$ cat src/inc/unb_pkg.sv
package unb_pkg;

    // register byte offsets on the bus
    localparam logic [7:0] UNB_OFF_CTRL = 8'h00;
    localparam logic [7:0] UNB_OFF_BUF = 8'h04;
    localparam logic [7:0] UNB_OFF_BAUD = 8'h08;
    localparam logic [7:0] UNB_OFF_T2RL = 8'h0C;

    // serial_control field positions
    localparam int CTL_MSEL_HI = 7;
    localparam int CTL_MSEL_LO = 6;
    localparam int CTL_MPE = 5;
    localparam int CTL_REN = 4;
    localparam int CTL_TX9 = 3;
    localparam int CTL_RX9 = 2;
    localparam int CTL_TXDONE = 1;
    localparam int CTL_RXDONE = 0;

    // baud control field positions
    localparam int BD_DOUBLE = 0;
    localparam int BD_TXSEL = 1;
    localparam int BD_RXSEL = 2;
    localparam int BD_W = 3;

    // reset values
    localparam logic [7:0] UNB_CTRL_RST = 8'h00;
    localparam logic [2:0] UNB_BAUD_RST = 3'h0;
    localparam logic [15:0] UNB_T2RL_RST = 16'h0000;
    localparam logic [7:0] UNB_BUF_RST = 8'h00;

    // rate figures: shift mode bit = clk/12, fixed mode sample = clk/4 (x16 = clk/64)
    localparam int UNB_M0_DIV = 12;
    localparam int UNB_M0_HALF = 6;
    localparam int UNB_M2_DIV = 4;
    localparam logic [3:0] UNB_OVS_LAST = 4'hF;
    localparam logic [3:0] UNB_SAMPLE_PH = 4'h7;

    // bits following the start bit (shift mode has no start bit)
    localparam logic [3:0] UNB_LEN_9BIT = 4'hA;
    localparam logic [3:0] UNB_LEN_8BIT = 4'h9;
    localparam logic [3:0] UNB_LEN_SHIFT = 4'h8;

    typedef enum logic [1:0] {
        UNB_M_SHIFT = 2'b00,
        UNB_M_8BIT = 2'b01,
        UNB_M_9FIX = 2'b10,
        UNB_M_9VAR = 2'b11
    } unb_mode_t;

    typedef enum logic [1:0] {
        TX_IDLE = 2'b00,
        TX_WAIT = 2'b01,
        TX_SHIFT = 2'b11
    } unb_tx_st_t;

    typedef enum logic [1:0] {
        RX_IDLE = 2'b00,
        RX_START = 2'b01,
        RX_BITS = 2'b11
    } unb_rx_st_t;

endpackage

$ cat src/rtl/unb_uart.sv
`timescale 1ns/1ns
// Overview of operation
// - mode bits hi=1, lo=0 select fixed-rate 9-bit asynchronous mode
// - fixed 9-bit mode runs at clk/64, or clk/32 with baud_double
// - 9-bit frame: start 0, eight data, ninth bit, stop 1
// - transmit loads buffer byte lsb first, ninth bit in ninth position
// - start bit waits for the next bit-rate tick
// - tx_done_flag sets when the stop bit starts driving the line
// - receive lsb first; byte to buffer, ninth bit stored, rx_done_flag set
// - accept only if rx_done clear and (shift mode, no multiproc or stop bit one)
// - both mode bits one: 9-bit mode with timer-derived rate
// - any buffer write starts a transmission in every mode
// - shift mode receives on enable, rx_done clear and transmitter idle; async on start bit
// - shift mode bit rate is clk/12
// - variable modes use timer 1 or timer 2 overflows, per direction
// - timer 1 rate: overflow rate times 2^baud_double over 32
// - timer 1 autoreload rate follows from its overflow spacing
// - timer 2: one serial bit per 16 overflows
// - timer 2 as baud generator counts every two clocks
// - clock-select bits put timer 2 in baud-generator use
// - tx and rx may run at different rates from different timers
// - timer 2 rate is clk/(32*(65536-reload))
// - buffer write loads transmit side, read returns separate receive byte
// - async receiver takes a falling rx edge as a possible start
module unb_uart
    import unb_pkg::*;
#(
    parameter int ADDR_W = 8
) (
    input wire logic hclk,
    input wire logic hresetn,
    input wire logic hsel,
    input wire logic [ADDR_W-1:0] haddr,
    input wire logic [1:0] htrans,
    input wire logic hwrite,
    input wire logic [2:0] hsize,
    input wire logic [31:0] hwdata,
    input wire logic hready,
    output logic hreadyout,
    output logic hresp,
    output logic [31:0] hrdata,
    input wire logic t1_ovf,
    input wire logic rxd_i,
    output logic rxd_o,
    output logic rxd_oe_n,
    output logic txd_o
);

    function automatic logic reg_hit(input logic [ADDR_W-1:0] a, input logic [7:0] off);
        return a == ADDR_W'(off);
    endfunction

    // per-direction x16 tick: fixed mode divider, else timer 2 or timer 1
    function automatic logic pick_tick(input logic fixed, input logic use_t2,
                                       input logic m2t, input logic t1t, input logic t2t);
        return fixed ? m2t : (use_t2 ? t2t : t1t);
    endfunction

    logic [7:0] ctrl_r;
    logic [7:0] ctrl_nxt;
    logic [BD_W-1:0] baud_r;
    logic [15:0] t2_rl_r;
    logic [7:0] rx_buf_r;
    logic [31:0] hrdata_r;
    logic wr_pend_r;
    logic [ADDR_W-1:0] wr_addr_r;

    // ---------------- bus slave ----------------
    wire bus_req = hsel & htrans[1] & hready;
    wire wr_ctrl = wr_pend_r & reg_hit(wr_addr_r, UNB_OFF_CTRL);
    wire wr_buf = wr_pend_r & reg_hit(wr_addr_r, UNB_OFF_BUF);
    wire wr_baud = wr_pend_r & reg_hit(wr_addr_r, UNB_OFF_BAUD);
    wire wr_t2rl = wr_pend_r & reg_hit(wr_addr_r, UNB_OFF_T2RL);

    // read data is picked in the address phase so it can leave a flip-flop
    wire [31:0] rd_mux = reg_hit(haddr, UNB_OFF_CTRL) ? {24'h000000, ctrl_r} :
                         reg_hit(haddr, UNB_OFF_BUF) ? {24'h000000, rx_buf_r} :
                         reg_hit(haddr, UNB_OFF_BAUD) ? {29'h00000000, baud_r} :
                         reg_hit(haddr, UNB_OFF_T2RL) ? {16'h0000, t2_rl_r} : 32'h00000000;

    assign hreadyout = 1'b1; // zero wait states
    assign hresp = 1'b0;
    assign hrdata = hrdata_r;

    // address phase capture
    always_ff @(posedge hclk or negedge hresetn) begin
        if (!hresetn) begin
            wr_pend_r <= 1'b0;
            wr_addr_r <= '0;
            hrdata_r <= 32'h00000000;
        end else begin
            wr_pend_r <= bus_req & hwrite;
            if (bus_req) begin
                wr_addr_r <= haddr;
            end
            if (bus_req & ~hwrite) begin
                hrdata_r <= rd_mux;
            end
        end
    end

    // mode and control fields
    wire [1:0] mode_bits = {ctrl_r[CTL_MSEL_HI], ctrl_r[CTL_MSEL_LO]};
    unb_mode_t mode;
    assign mode = unb_mode_t'(mode_bits);
    wire mode_shift = (mode == UNB_M_SHIFT);
    wire mode_fixed = (mode == UNB_M_9FIX);
    wire mode_nine = mode_bits[1]; // mode 3 shares mode 2 framing
    wire multiproc_enable = ctrl_r[CTL_MPE];
    wire rx_enable = ctrl_r[CTL_REN];
    wire tx_ninth_bit = ctrl_r[CTL_TX9];
    wire rx_done_flag = ctrl_r[CTL_RXDONE];
    wire baud_double = baud_r[BD_DOUBLE];
    wire tx_clock_select = baud_r[BD_TXSEL];
    wire rx_clock_select = baud_r[BD_RXSEL];

    // ---------------- rate generation ----------------
    logic [3:0] m0_cnt_r;
    logic [1:0] m2_cnt_r;
    logic t1_half_r;
    logic t2_pre_r;
    logic [15:0] t2_cnt_r;

    wire m0_tick = (m0_cnt_r == 4'(UNB_M0_DIV - 1));
    wire m2_tick = baud_double ? m2_cnt_r[0] : (m2_cnt_r == 2'(UNB_M2_DIV - 1));
    wire t1_tick = t1_ovf & (baud_double | t1_half_r);
    wire t2_run = tx_clock_select | rx_clock_select;
    wire t2_inc = t2_run & t2_pre_r;
    wire t2_ovf = t2_inc & (&t2_cnt_r);
    // each direction picks its own source, so rates may differ
    wire tx_stick = pick_tick(mode_fixed, tx_clock_select, m2_tick, t1_tick, t2_ovf);
    wire rx_stick = pick_tick(mode_fixed, rx_clock_select, m2_tick, t1_tick, t2_ovf);

    // dividers; timer 1 overflows halve unless doubled
    always_ff @(posedge hclk or negedge hresetn) begin
        if (!hresetn) begin
            m0_cnt_r <= 4'h0;
            m2_cnt_r <= 2'h0;
            t1_half_r <= 1'b0;
        end else begin
            m0_cnt_r <= m0_tick ? 4'h0 : m0_cnt_r + 4'h1;
            m2_cnt_r <= m2_cnt_r + 2'h1;
            if (t1_ovf) begin
                t1_half_r <= ~t1_half_r;
            end
        end
    end

    // timer 2 in baud-generator use: count every other clock, reload on overflow
    always_ff @(posedge hclk or negedge hresetn) begin
        if (!hresetn) begin
            t2_pre_r <= 1'b0;
            t2_cnt_r <= UNB_T2RL_RST;
        end else if (!t2_run) begin
            t2_pre_r <= 1'b0;
            t2_cnt_r <= t2_rl_r; // primed so the first period is full length
        end else begin
            t2_pre_r <= ~t2_pre_r;
            if (t2_ovf) begin
                t2_cnt_r <= t2_rl_r;
            end else if (t2_inc) begin
                t2_cnt_r <= t2_cnt_r + 16'h0001;
            end
        end
    end

    // ---------------- transmitter ----------------
    unb_tx_st_t tx_st_r;
    logic [9:0] tx_sh_r;
    logic [3:0] tx_left_r;
    logic [3:0] tx_ph_r;
    logic sout_r;
    logic tx_m0_r;

    // sixteen sample ticks make one bit in the async modes
    wire tx_bit = mode_shift ? m0_tick : (tx_stick & (tx_ph_r == UNB_OVS_LAST));
    wire [3:0] tx_len = mode_shift ? UNB_LEN_SHIFT : (mode_nine ? UNB_LEN_9BIT : UNB_LEN_8BIT);
    wire tx_ninth_val = mode_nine ? tx_ninth_bit : 1'b1;
    wire tx_end = (tx_st_r == TX_SHIFT) & tx_bit & (tx_left_r == 4'h0);
    wire tx_stop_out = (tx_st_r == TX_SHIFT) & tx_bit & (tx_left_r == 4'h1) & ~mode_shift;
    // async: flag when stop goes out; shift mode: at the end of the eighth bit
    wire tx_done_set = tx_stop_out | (tx_end & mode_shift);

    // phase counter runs freely so a new frame lines up with the next bit tick
    always_ff @(posedge hclk or negedge hresetn) begin
        if (!hresetn) begin
            tx_ph_r <= 4'h0;
        end else if (tx_stick) begin
            tx_ph_r <= tx_ph_r + 4'h1;
        end
    end

    // a write mid-frame restarts the frame with the new byte
    always_ff @(posedge hclk or negedge hresetn) begin
        if (!hresetn) begin
            tx_st_r <= TX_IDLE;
            tx_sh_r <= 10'h3FF;
            tx_left_r <= 4'h0;
            sout_r <= 1'b1;
            tx_m0_r <= 1'b0;
        end else if (wr_buf) begin
            tx_sh_r <= {1'b1, tx_ninth_val, hwdata[7:0]};
            tx_left_r <= tx_len;
            tx_st_r <= TX_WAIT;
            sout_r <= 1'b1;
            tx_m0_r <= 1'b0;
        end else begin
            case (tx_st_r)
                TX_IDLE: begin
                    sout_r <= 1'b1;
                end
                TX_WAIT: begin
                    if (tx_bit) begin
                        tx_st_r <= TX_SHIFT;
                        if (mode_shift) begin
                            sout_r <= tx_sh_r[0];
                            tx_sh_r <= {1'b1, tx_sh_r[9:1]};
                            tx_left_r <= tx_left_r - 4'h1;
                            tx_m0_r <= 1'b1;
                        end else begin
                            sout_r <= 1'b0; // start bit
                        end
                    end
                end
                TX_SHIFT: begin
                    if (tx_end) begin
                        tx_st_r <= TX_IDLE;
                        sout_r <= 1'b1;
                        tx_m0_r <= 1'b0;
                    end else if (tx_bit) begin
                        sout_r <= tx_sh_r[0];
                        tx_sh_r <= {1'b1, tx_sh_r[9:1]};
                        tx_left_r <= tx_left_r - 4'h1;
                    end
                end
                default: begin
                    tx_st_r <= TX_IDLE;
                end
            endcase
        end
    end

    // ---------------- receiver ----------------
    logic rx_s1_r;
    logic rx_s2_r;
    logic rx_s3_r;
    unb_rx_st_t rx_st_r;
    logic [9:0] rx_sh_r;
    logic [3:0] rx_left_r;
    logic [3:0] rx_ph_r;

    // pin synchroniser; the second stage feeds sampling, the second and third stages feed the edge detect
    always_ff @(posedge hclk or negedge hresetn) begin
        if (!hresetn) begin
            rx_s1_r <= 1'b1;
            rx_s2_r <= 1'b1;
            rx_s3_r <= 1'b1;
        end else begin
            rx_s1_r <= rxd_i;
            rx_s2_r <= rx_s1_r;
            rx_s3_r <= rx_s2_r;
        end
    end

    wire rx_fall = rx_s3_r & ~rx_s2_r;
    wire rx_async_go = ~mode_shift & rx_enable & rx_fall;
    // shift mode shares the data pin, so it waits for the transmitter
    wire rx_sync_go = mode_shift & rx_enable & ~rx_done_flag & (tx_st_r == TX_IDLE);
    wire rx_samp = mode_shift ? m0_tick : (rx_stick & (rx_ph_r == UNB_SAMPLE_PH));
    wire [9:0] rx_sh_nxt = {rx_s2_r, rx_sh_r[9:1]}; // lsb arrives first
    wire rx_last = (rx_st_r == RX_BITS) & rx_samp & (rx_left_r == 4'h1);
    wire rx_stop = rx_sh_nxt[9];
    wire rx_accept = rx_last & ~rx_done_flag & (mode_shift | ~multiproc_enable | rx_stop);
    wire [7:0] rx_byte = mode_shift ? rx_sh_nxt[9:2] : (mode_nine ? rx_sh_nxt[7:0] : rx_sh_nxt[8:1]);
    wire rx_ninth_val = mode_nine ? rx_sh_nxt[8] : rx_stop;
    wire [3:0] rx_len = mode_nine ? UNB_LEN_9BIT : UNB_LEN_8BIT;
    wire rx_m0_busy = mode_shift & (rx_st_r == RX_BITS);

    // receive frame sequencer
    always_ff @(posedge hclk or negedge hresetn) begin
        if (!hresetn) begin
            rx_st_r <= RX_IDLE;
            rx_sh_r <= 10'h000;
            rx_left_r <= 4'h0;
            rx_ph_r <= 4'h0;
        end else begin
            rx_ph_r <= (rx_st_r == RX_IDLE) ? 4'h0 : (rx_stick ? rx_ph_r + 4'h1 : rx_ph_r);
            case (rx_st_r)
                RX_IDLE: begin
                    if (rx_sync_go) begin
                        rx_st_r <= RX_BITS;
                        rx_left_r <= UNB_LEN_SHIFT;
                    end else if (rx_async_go) begin
                        rx_st_r <= RX_START;
                    end
                end
                RX_START: begin
                    if (rx_samp) begin
                        // a high mid-start is noise, not a frame
                        rx_st_r <= rx_s2_r ? RX_IDLE : RX_BITS;
                        rx_left_r <= rx_len;
                    end
                end
                RX_BITS: begin
                    if (rx_samp) begin
                        rx_sh_r <= rx_sh_nxt;
                        rx_left_r <= rx_left_r - 4'h1;
                        if (rx_last) begin
                            rx_st_r <= RX_IDLE;
                        end
                    end
                end
                default: begin
                    rx_st_r <= RX_IDLE;
                end
            endcase
        end
    end

    // receive buffer holds until the next accepted frame
    always_ff @(posedge hclk or negedge hresetn) begin
        if (!hresetn) begin
            rx_buf_r <= UNB_BUF_RST;
        end else if (rx_accept) begin
            rx_buf_r <= rx_byte;
        end
    end

    // ---------------- control registers ----------------
    // hardware set beats a same-cycle software clear of either flag
    always_comb begin
        ctrl_nxt = ctrl_r;
        if (wr_ctrl) begin
            ctrl_nxt = hwdata[7:0]; // software clears done flags
        end
        if (rx_accept) begin
            ctrl_nxt[CTL_RX9] = rx_ninth_val;
            ctrl_nxt[CTL_RXDONE] = 1'b1;
        end
        if (tx_done_set) begin
            ctrl_nxt[CTL_TXDONE] = 1'b1;
        end
    end

    // register storage
    always_ff @(posedge hclk or negedge hresetn) begin
        if (!hresetn) begin
            ctrl_r <= UNB_CTRL_RST;
            baud_r <= UNB_BAUD_RST;
            t2_rl_r <= UNB_T2RL_RST;
        end else begin
            ctrl_r <= ctrl_nxt;
            if (wr_baud) begin
                baud_r <= hwdata[BD_W-1:0];
            end
            if (wr_t2rl) begin
                t2_rl_r <= hwdata[15:0];
            end
        end
    end

    // ---------------- pins ----------------
    logic m0clk_r;
    logic oe_n_r;

    // shift clock is low for the first half of each bit while a shift-mode transfer runs
    always_ff @(posedge hclk or negedge hresetn) begin
        if (!hresetn) begin
            m0clk_r <= 1'b1;
            oe_n_r <= 1'b1;
        end else begin
            m0clk_r <= ~((tx_m0_r | rx_m0_busy) & (m0_cnt_r < 4'(UNB_M0_HALF)));
            oe_n_r <= ~(mode_shift & (tx_st_r == TX_SHIFT) & ~tx_end);
        end
    end

    // async data leaves on txd; shift mode puts data on rxd and the clock on txd
    assign txd_o = mode_shift ? m0clk_r : sout_r;
    assign rxd_o = sout_r;
    assign rxd_oe_n = oe_n_r;

endmodule

$ cat config.mk
export PLATFORM = sky130hd
export DESIGN_NAME = unb_uart
export DESIGN_NICKNAME = d
export VERILOG_FILES = /design/src/inc/unb_pkg.sv /design/src/rtl/unb_uart.sv
export SDC_FILE = /design/constraint.sdc
export NUM_CORES = 1
export LEC_CHECK = 0
export BUFFER_PORTS_ARGS = -buffer_cell sky130_fd_sc_hd__buf_2
export CORE_MARGIN = 2
export CORE_UTILIZATION = 30
export CTS_CLUSTER_SIZE = 24
export DETAILED_ROUTE_END_ITERATION = 8
export SYNTH_ARGS = -nofsm -noshare
export SYNTH_HDL_FRONTEND = slang
export SYNTH_SLANG_ARGS = --single-unit
$ cat constraint.sdc
create_clock -name hclk -period 2.5 [get_ports hclk]
set_input_delay 0.375 -clock hclk [delete_from_list [all_inputs] [get_ports hclk]]
set_output_delay 0.375 -clock hclk [all_outputs]
set_load 0.005 [all_outputs]
==> results.ini, run 1 <==
[run_status]
status=complete, no violations

[global_routing]
grt-ovfl-total=0
grt_pass1_wl_um=25470
antenna_found_initial=1
gr-usage-all-layers_pct=13.61
grt_pass1_vias=4698
grt_max_degree=67

[detailed_routing]
drt_pass1_iterations=4
dr_total_vias=4966
routed_wl_um=15660
final_antenna_net_count=0
drc=0
vias_per_cell=5.021
drt-initial-drc-count=371
wl_met3_um=569
wl_per_cell_um=15.83
dr_wl_met2_um=7324
wl_met1_um=7546
topRoutingLayerUsed=met4

[clock_tree]
ctsRootBufferMaster=clkbuf_16
numCtsBuffers=17
cts_tree=done
post_cts_buffers=0
cts_max_level=4
insertion_delay_ns=0.42
cts.clk_slew.worst_paths_ns=0.06
cts.sinks=129
clk_path_buf_depth=2

[cells_and_area]
fillCellCount=2151
syn2layout_area_growth_pct=20.19
fin_area_um2=8020
nets=757
layout-drive-gt1-share_pct=29.66

[yosys]
synth_top_area_cell=dfrtp_1
synth-seq-cells=129
synthTopCellsByArea=dfrtp_1, mux2_2, dfstp_2
syn_area_um2=6673
async_flop_share_pct=100.0
synth_top_area_share_pct=42.75
yosysWarningCount=0
syn_area_per_cell_um2=10.64
seq_area_frac_synth_pct=48.66
synth.distinct_cells=74
synth_edf_count=0
ys.flop_type=dfrtp_1
synth_most_common_cell=dfrtp_1
ys_top_cells_by_count=dfrtp_1, nand2_1, mux2_2
syn_inst=627

[floorplan]
fp.dieH_um=153.1
start_util_pct=30.58
die_w_um=153.1
design.die.area_um2=23450
io_pins=89
core_um2=21820
rows=54

[worst_setup_path]
worst_ep_arrival_time_ns=2.69
worst_setup_path_end_kind=flip-flop
cp.required_ns=2.80
start_kind=flip-flop
path_class=flip-flop to flip-flop
worstPathMaxFanout=11

[min_path]
hp-class=primary input to flip-flop

[placement]
place.gp.congestion=0.8142
port_buffers=50
dp_hpwl_um=11080
place_area_um2=7320
pre_cts_ws_ns=-0.02284

[timing]
hold_violations=0
finClkSkew_ns=0.006695
layout_setup_ws_ns=0.1107
holdWs_ns=0.05489
setup_viol=0
fmax_mhz=418.5
rsz0062_at_grt=false
worstMarginPinSlew_ns=0.8322
setup_tns_ns=0
fin_crit_sh_pct=95.57
final_max_slew_viol_count=0
relSlewSlack_pct=44.27
final.min_clock_period_ns=2.389

[power]
power_mw=6.607
ir_drop_mv=0.4523
p_per_area_nw_per_um2=823.8
leakagePower_nw=3.556

[run]
max-cap-violations=0

[critical path, stage by stage, from the launching register on]
cell and delay, ns:
dfrtp_1 0.40, ha_1 0.19, nand4_1 0.13, nor4_2 0.32
buf_4 0.17, nand4_1 0.20, a31oi_4 0.29, buf_4 0.23
mux2_2 0.35
[per-layer routing]
metal  vias up  global-route usage [%]
met1      2456                   18.69
met2        94                   21.09
met3        28                   3.317
met4         0                   4.541
met5         -                       0
li1       2388                       -
[power by group]
| group | internal, mW | leakage (nW) | switching [mW] |
|---|---|---|---|
| Clock | 1.90 | 0.325 | 0.910 |
| Combinational | 0.516 | 1.63 | 0.592 |
| Sequential | 2.41 | 1.60 | 0.284 |
| Total | 4.82 | 3.56 | 1.79 |
[area by class of cell]
class                   count  area [µm²]  area share [%]
repair buffers             81       529.3           6.599
multi-input cells         449        3154           39.33
flip-flops and latches    129        3247           40.48
diodes                      1       2.502         0.03120
clock buffers              23       498.0           6.209
well taps                 280       350.3           4.368
inverters                  17       63.81          0.7956
clock inverters             9       175.2           2.184
[what timing repair did]
| item | CTS | global route |
|---|---|---|
| hold endpoints to repair | 47 | 0 |
| pin swaps | 0 | 1 |
| setup endpoints to repair | 9 | 10 |
| resized for setup | 1 | 1 |
| hold buffers | 1 | 0 |
[cell families after synthesis]
family | count (synthesis) | share of synthesized area [%]
simple gates | 195 | 15.38
compound gates | 142 | 14.21
flops | 129 | 48.66
mux | 75 | 13.29
buf+inv | 65 | 5.288
fa+ha+maj | 10 | 1.875
xor+xnor | 9 | 1.181
other cells | 2 | 0.1125
[sequential cells by signal, summed over array words and instances, names as in the netlist, 3 cells and up]
name	cells
tx_ph_r	4
m0_cnt_r	4
t2_cnt_r	16
rx_ph_r	4
baud_r	3
wr_addr_r	8
tx_sh_r	9
t2_rl_r	16
rx_left_r	4
tx_left_r	4
rx_sh_r	9
rx_buf_r	8
ctrl_r	8
hrdata	16
[through the flow]
stage,std cells,util (%)
floorplan,643,-
global placement,955,33.54
detailed placement,955,33.54
CTS,988,36.70
global route,988,36.74
finish,989,36.75
[worst paths after layout]
check,endpoint,startpoint,cells after the start,slack [ns]
hold / removal,rx_s1_r,rxd_i,1,0.05
max in group asynchronous,tx_sh_r[5],hresetn,3,1.21
min in group asynchronous,wr_addr_r[0],hresetn,2,0.54
setup / recovery,rx_sh_r[9],t2_cnt_r[0],8,0.11
setup reg to reg,rx_sh_r[9],t2_cnt_r[0],8,0.11
hold reg to reg,rx_s2_r,rx_s1_r,0,0.35
[cell usage in the layout (no fill, tap or decap), drive strengths merged, types with 18 or more instances in the layout]
cell type,Yosys,final
buf,30,80
o21ai,45,45
nand2,59,59
nand3,21,21
mux2,55,55
conb,2,18
nor2,48,48
clkbuf,18,23
dfrtp,114,114
a21oi,34,34
nor3,18,18
Power figures use the tool's default switching activity.
==> run 2, diff against run 1 <==
--- a/config.mk
+++ b/config.mk
@@ -6,10 +6,14 @@
 export NUM_CORES = 1
 export LEC_CHECK = 0
 export BUFFER_PORTS_ARGS = -buffer_cell sky130_fd_sc_hd__buf_2
+export CELL_PAD_IN_SITES_DETAIL_PLACEMENT = 1
+export CELL_PAD_IN_SITES_GLOBAL_PLACEMENT = 2
 export CORE_MARGIN = 2
 export CORE_UTILIZATION = 30
 export CTS_CLUSTER_SIZE = 24
 export DETAILED_ROUTE_END_ITERATION = 8
+export GPL_ROUTABILITY_DRIVEN = 1
+export PLACE_DENSITY_LB_ADDON = 0.1
 export SYNTH_ARGS = -nofsm -noshare
 export SYNTH_HDL_FRONTEND = slang
 export SYNTH_SLANG_ARGS = --single-unit
==> results.ini, run 2 (synthesis gave the netlist of run 1 again) <==
[floorplan]
core_um2=21820
io_pins=89
rows=54
fp.dieH_um=153.1
start_util_pct=30.58
design.die.area_um2=23450
die_w_um=153.1

[placement]
pre_cts_ws_ns=-0.04807
port_buffers=50
dp_hpwl_um=13700
place.gp.congestion=0.7609

[worst_setup_path]
path_class=flip-flop to flip-flop
r2r-start=t2_cnt_r[0]
worst_setup_path_end_kind=flip-flop
worstPathMaxFanout=11
cp.required_ns=2.81
rrSetupSlack_ns=0.12
cp-startpoint=t2_cnt_r[0]
worst_ep_arrival_time_ns=2.69
start_kind=flip-flop

[timing]
layout_setup_ws_ns=0.1210
final_max_slew_viol_count=0
worstMarginPinSlew_ns=0.7747
rsz0062_at_grt=false
fmax_mhz=420.3
finClkSkew_ns=0.006455
setup_viol=0
fin_crit_sh_pct=95.16
hold_violations=0
final.min_clock_period_ns=2.379
relSlewSlack_pct=48.36

[detailed_routing]
wl_per_cell_um=18.77
dr_total_vias=5045
final_antenna_net_count=0
drc=0
vias_per_cell=5.091
dr_wl_met2_um=8809
drt_pass1_iterations=4
routed_wl_um=18600
wl_met3_um=386
wl_met1_um=9170
topRoutingLayerUsed=met4
drt-initial-drc-count=173

[clock_tree]
insertion_delay_ns=0.43
cts_tree=done
cts_max_level=4
ctsRootBufferMaster=clkbuf_16
cts.sinks=129
cts_hold_buf=0
cts.clk_slew.worst_paths_ns=0.06
clk_path_buf_depth=2
numCtsBuffers=17

[cells_and_area]
nets=760
antenna_cells=0
final_util_pct=36.51
layout_common_cells=dfrtp_1, nand2_1, buf_2
regArea_um2=3249
fillCellCount=2433
final_common_cell=dfrtp_1
syn2layout_area_growth_pct=19.41
multiInputGateArea_um2=3162
layout-drive-gt1-share_pct=30.80

[global_routing]
grt_pass1_wl_um=30650
grt_max_degree=52
grt_pass1_vias=5524
gr-usage-all-layers_pct=16.76
antenna_found_initial=0
grt-ovfl-total=0

[power]
ir_drop_mv=0.2947
leakagePower_nw=3.531
p_per_area_nw_per_um2=796.1

[run]
max-cap-violations=0

[run_status]
status=complete, no violations

[min_path]
hp-class=primary input to async pin

-- run 2: through the flow --
| stage | hold slack (ns) | power [mW] | area [µm²] | setup TNS (ns) | std cells |
|---|---|---|---|---|---|
| floorplan | 0.07941 | 3.485 | 6733 | 0 | 643 |
| global placement | 0.3482 | 3.827 | 7351 | -0.8558 | 958 |
| detailed placement | 0.3495 | 3.887 | 7351 | -0.7375 | 958 |
| CTS | 0.02963 | 6.423 | 7941 | 0 | 990 |
| global route | 0.02620 | 6.720 | 7968 | 0 | 991 |
| finish | 0.003512 | 6.343 | 7968 | 0 | 991 |
-- run 2: what timing repair did --
action | 4_1_cts | 5_1_grt
gates resized for setup | 1 | 5
pin swaps | 1 | 1
setup buffers | 0 | 1
setup endpoints to repair | 18 | 20
-- run 2: routing by layer --
metal,GRT usage [%],vias to the layer above
met3,3.459,18
met1,22.61,2591
met2,27.32,47
met5,0,-
li1,-,2389
met4,4.806,0
-- run 2: final cells by class --
cell class                 count  share of cell area (%)
sequential                   129                   40.78
inverter                      17                  0.8009
multi-input combinational    449                   39.68
tap                          280                   4.397
clock inverter                15                   1.994
timing repair buffer          84                   7.004
clock buffer                  17                   5.339
-- run 2: report_power, final --
part | total, mW | switching, mW | internal [mW] | leakage (nW)
clock | 2.50 | 1.02 | 1.48 | 0.280
combinational | 1.14 | 0.613 | 0.523 | 1.65
sequential | 2.71 | 0.302 | 2.41 | 1.60
-- run 2: path summary, 6_finish.rpt --
path | endpoint | depth (start not counted)
worst max register to register | rx_sh_r[4] | 9
worst min-delay path | hrdata[10] | 1
worst min register to register | rx_s2_r | 0
max in group asynchronous | rx_s2_r | 2
worst max-delay path | rx_sh_r[4] | 9
min in group hclk | rx_s1_r | 1
-- run 2: critical path, cell delays in order (launching register included) --
cell and delay (ns):
dfrtp_2 0.40, ha_4 0.17, nand4_1 0.12, nor4_2 0.36, buf_4 0.17, nand4_1 0.18, a31oi_2 0.24, buf_4 0.16
buf_12 0.13, mux2_2 0.33
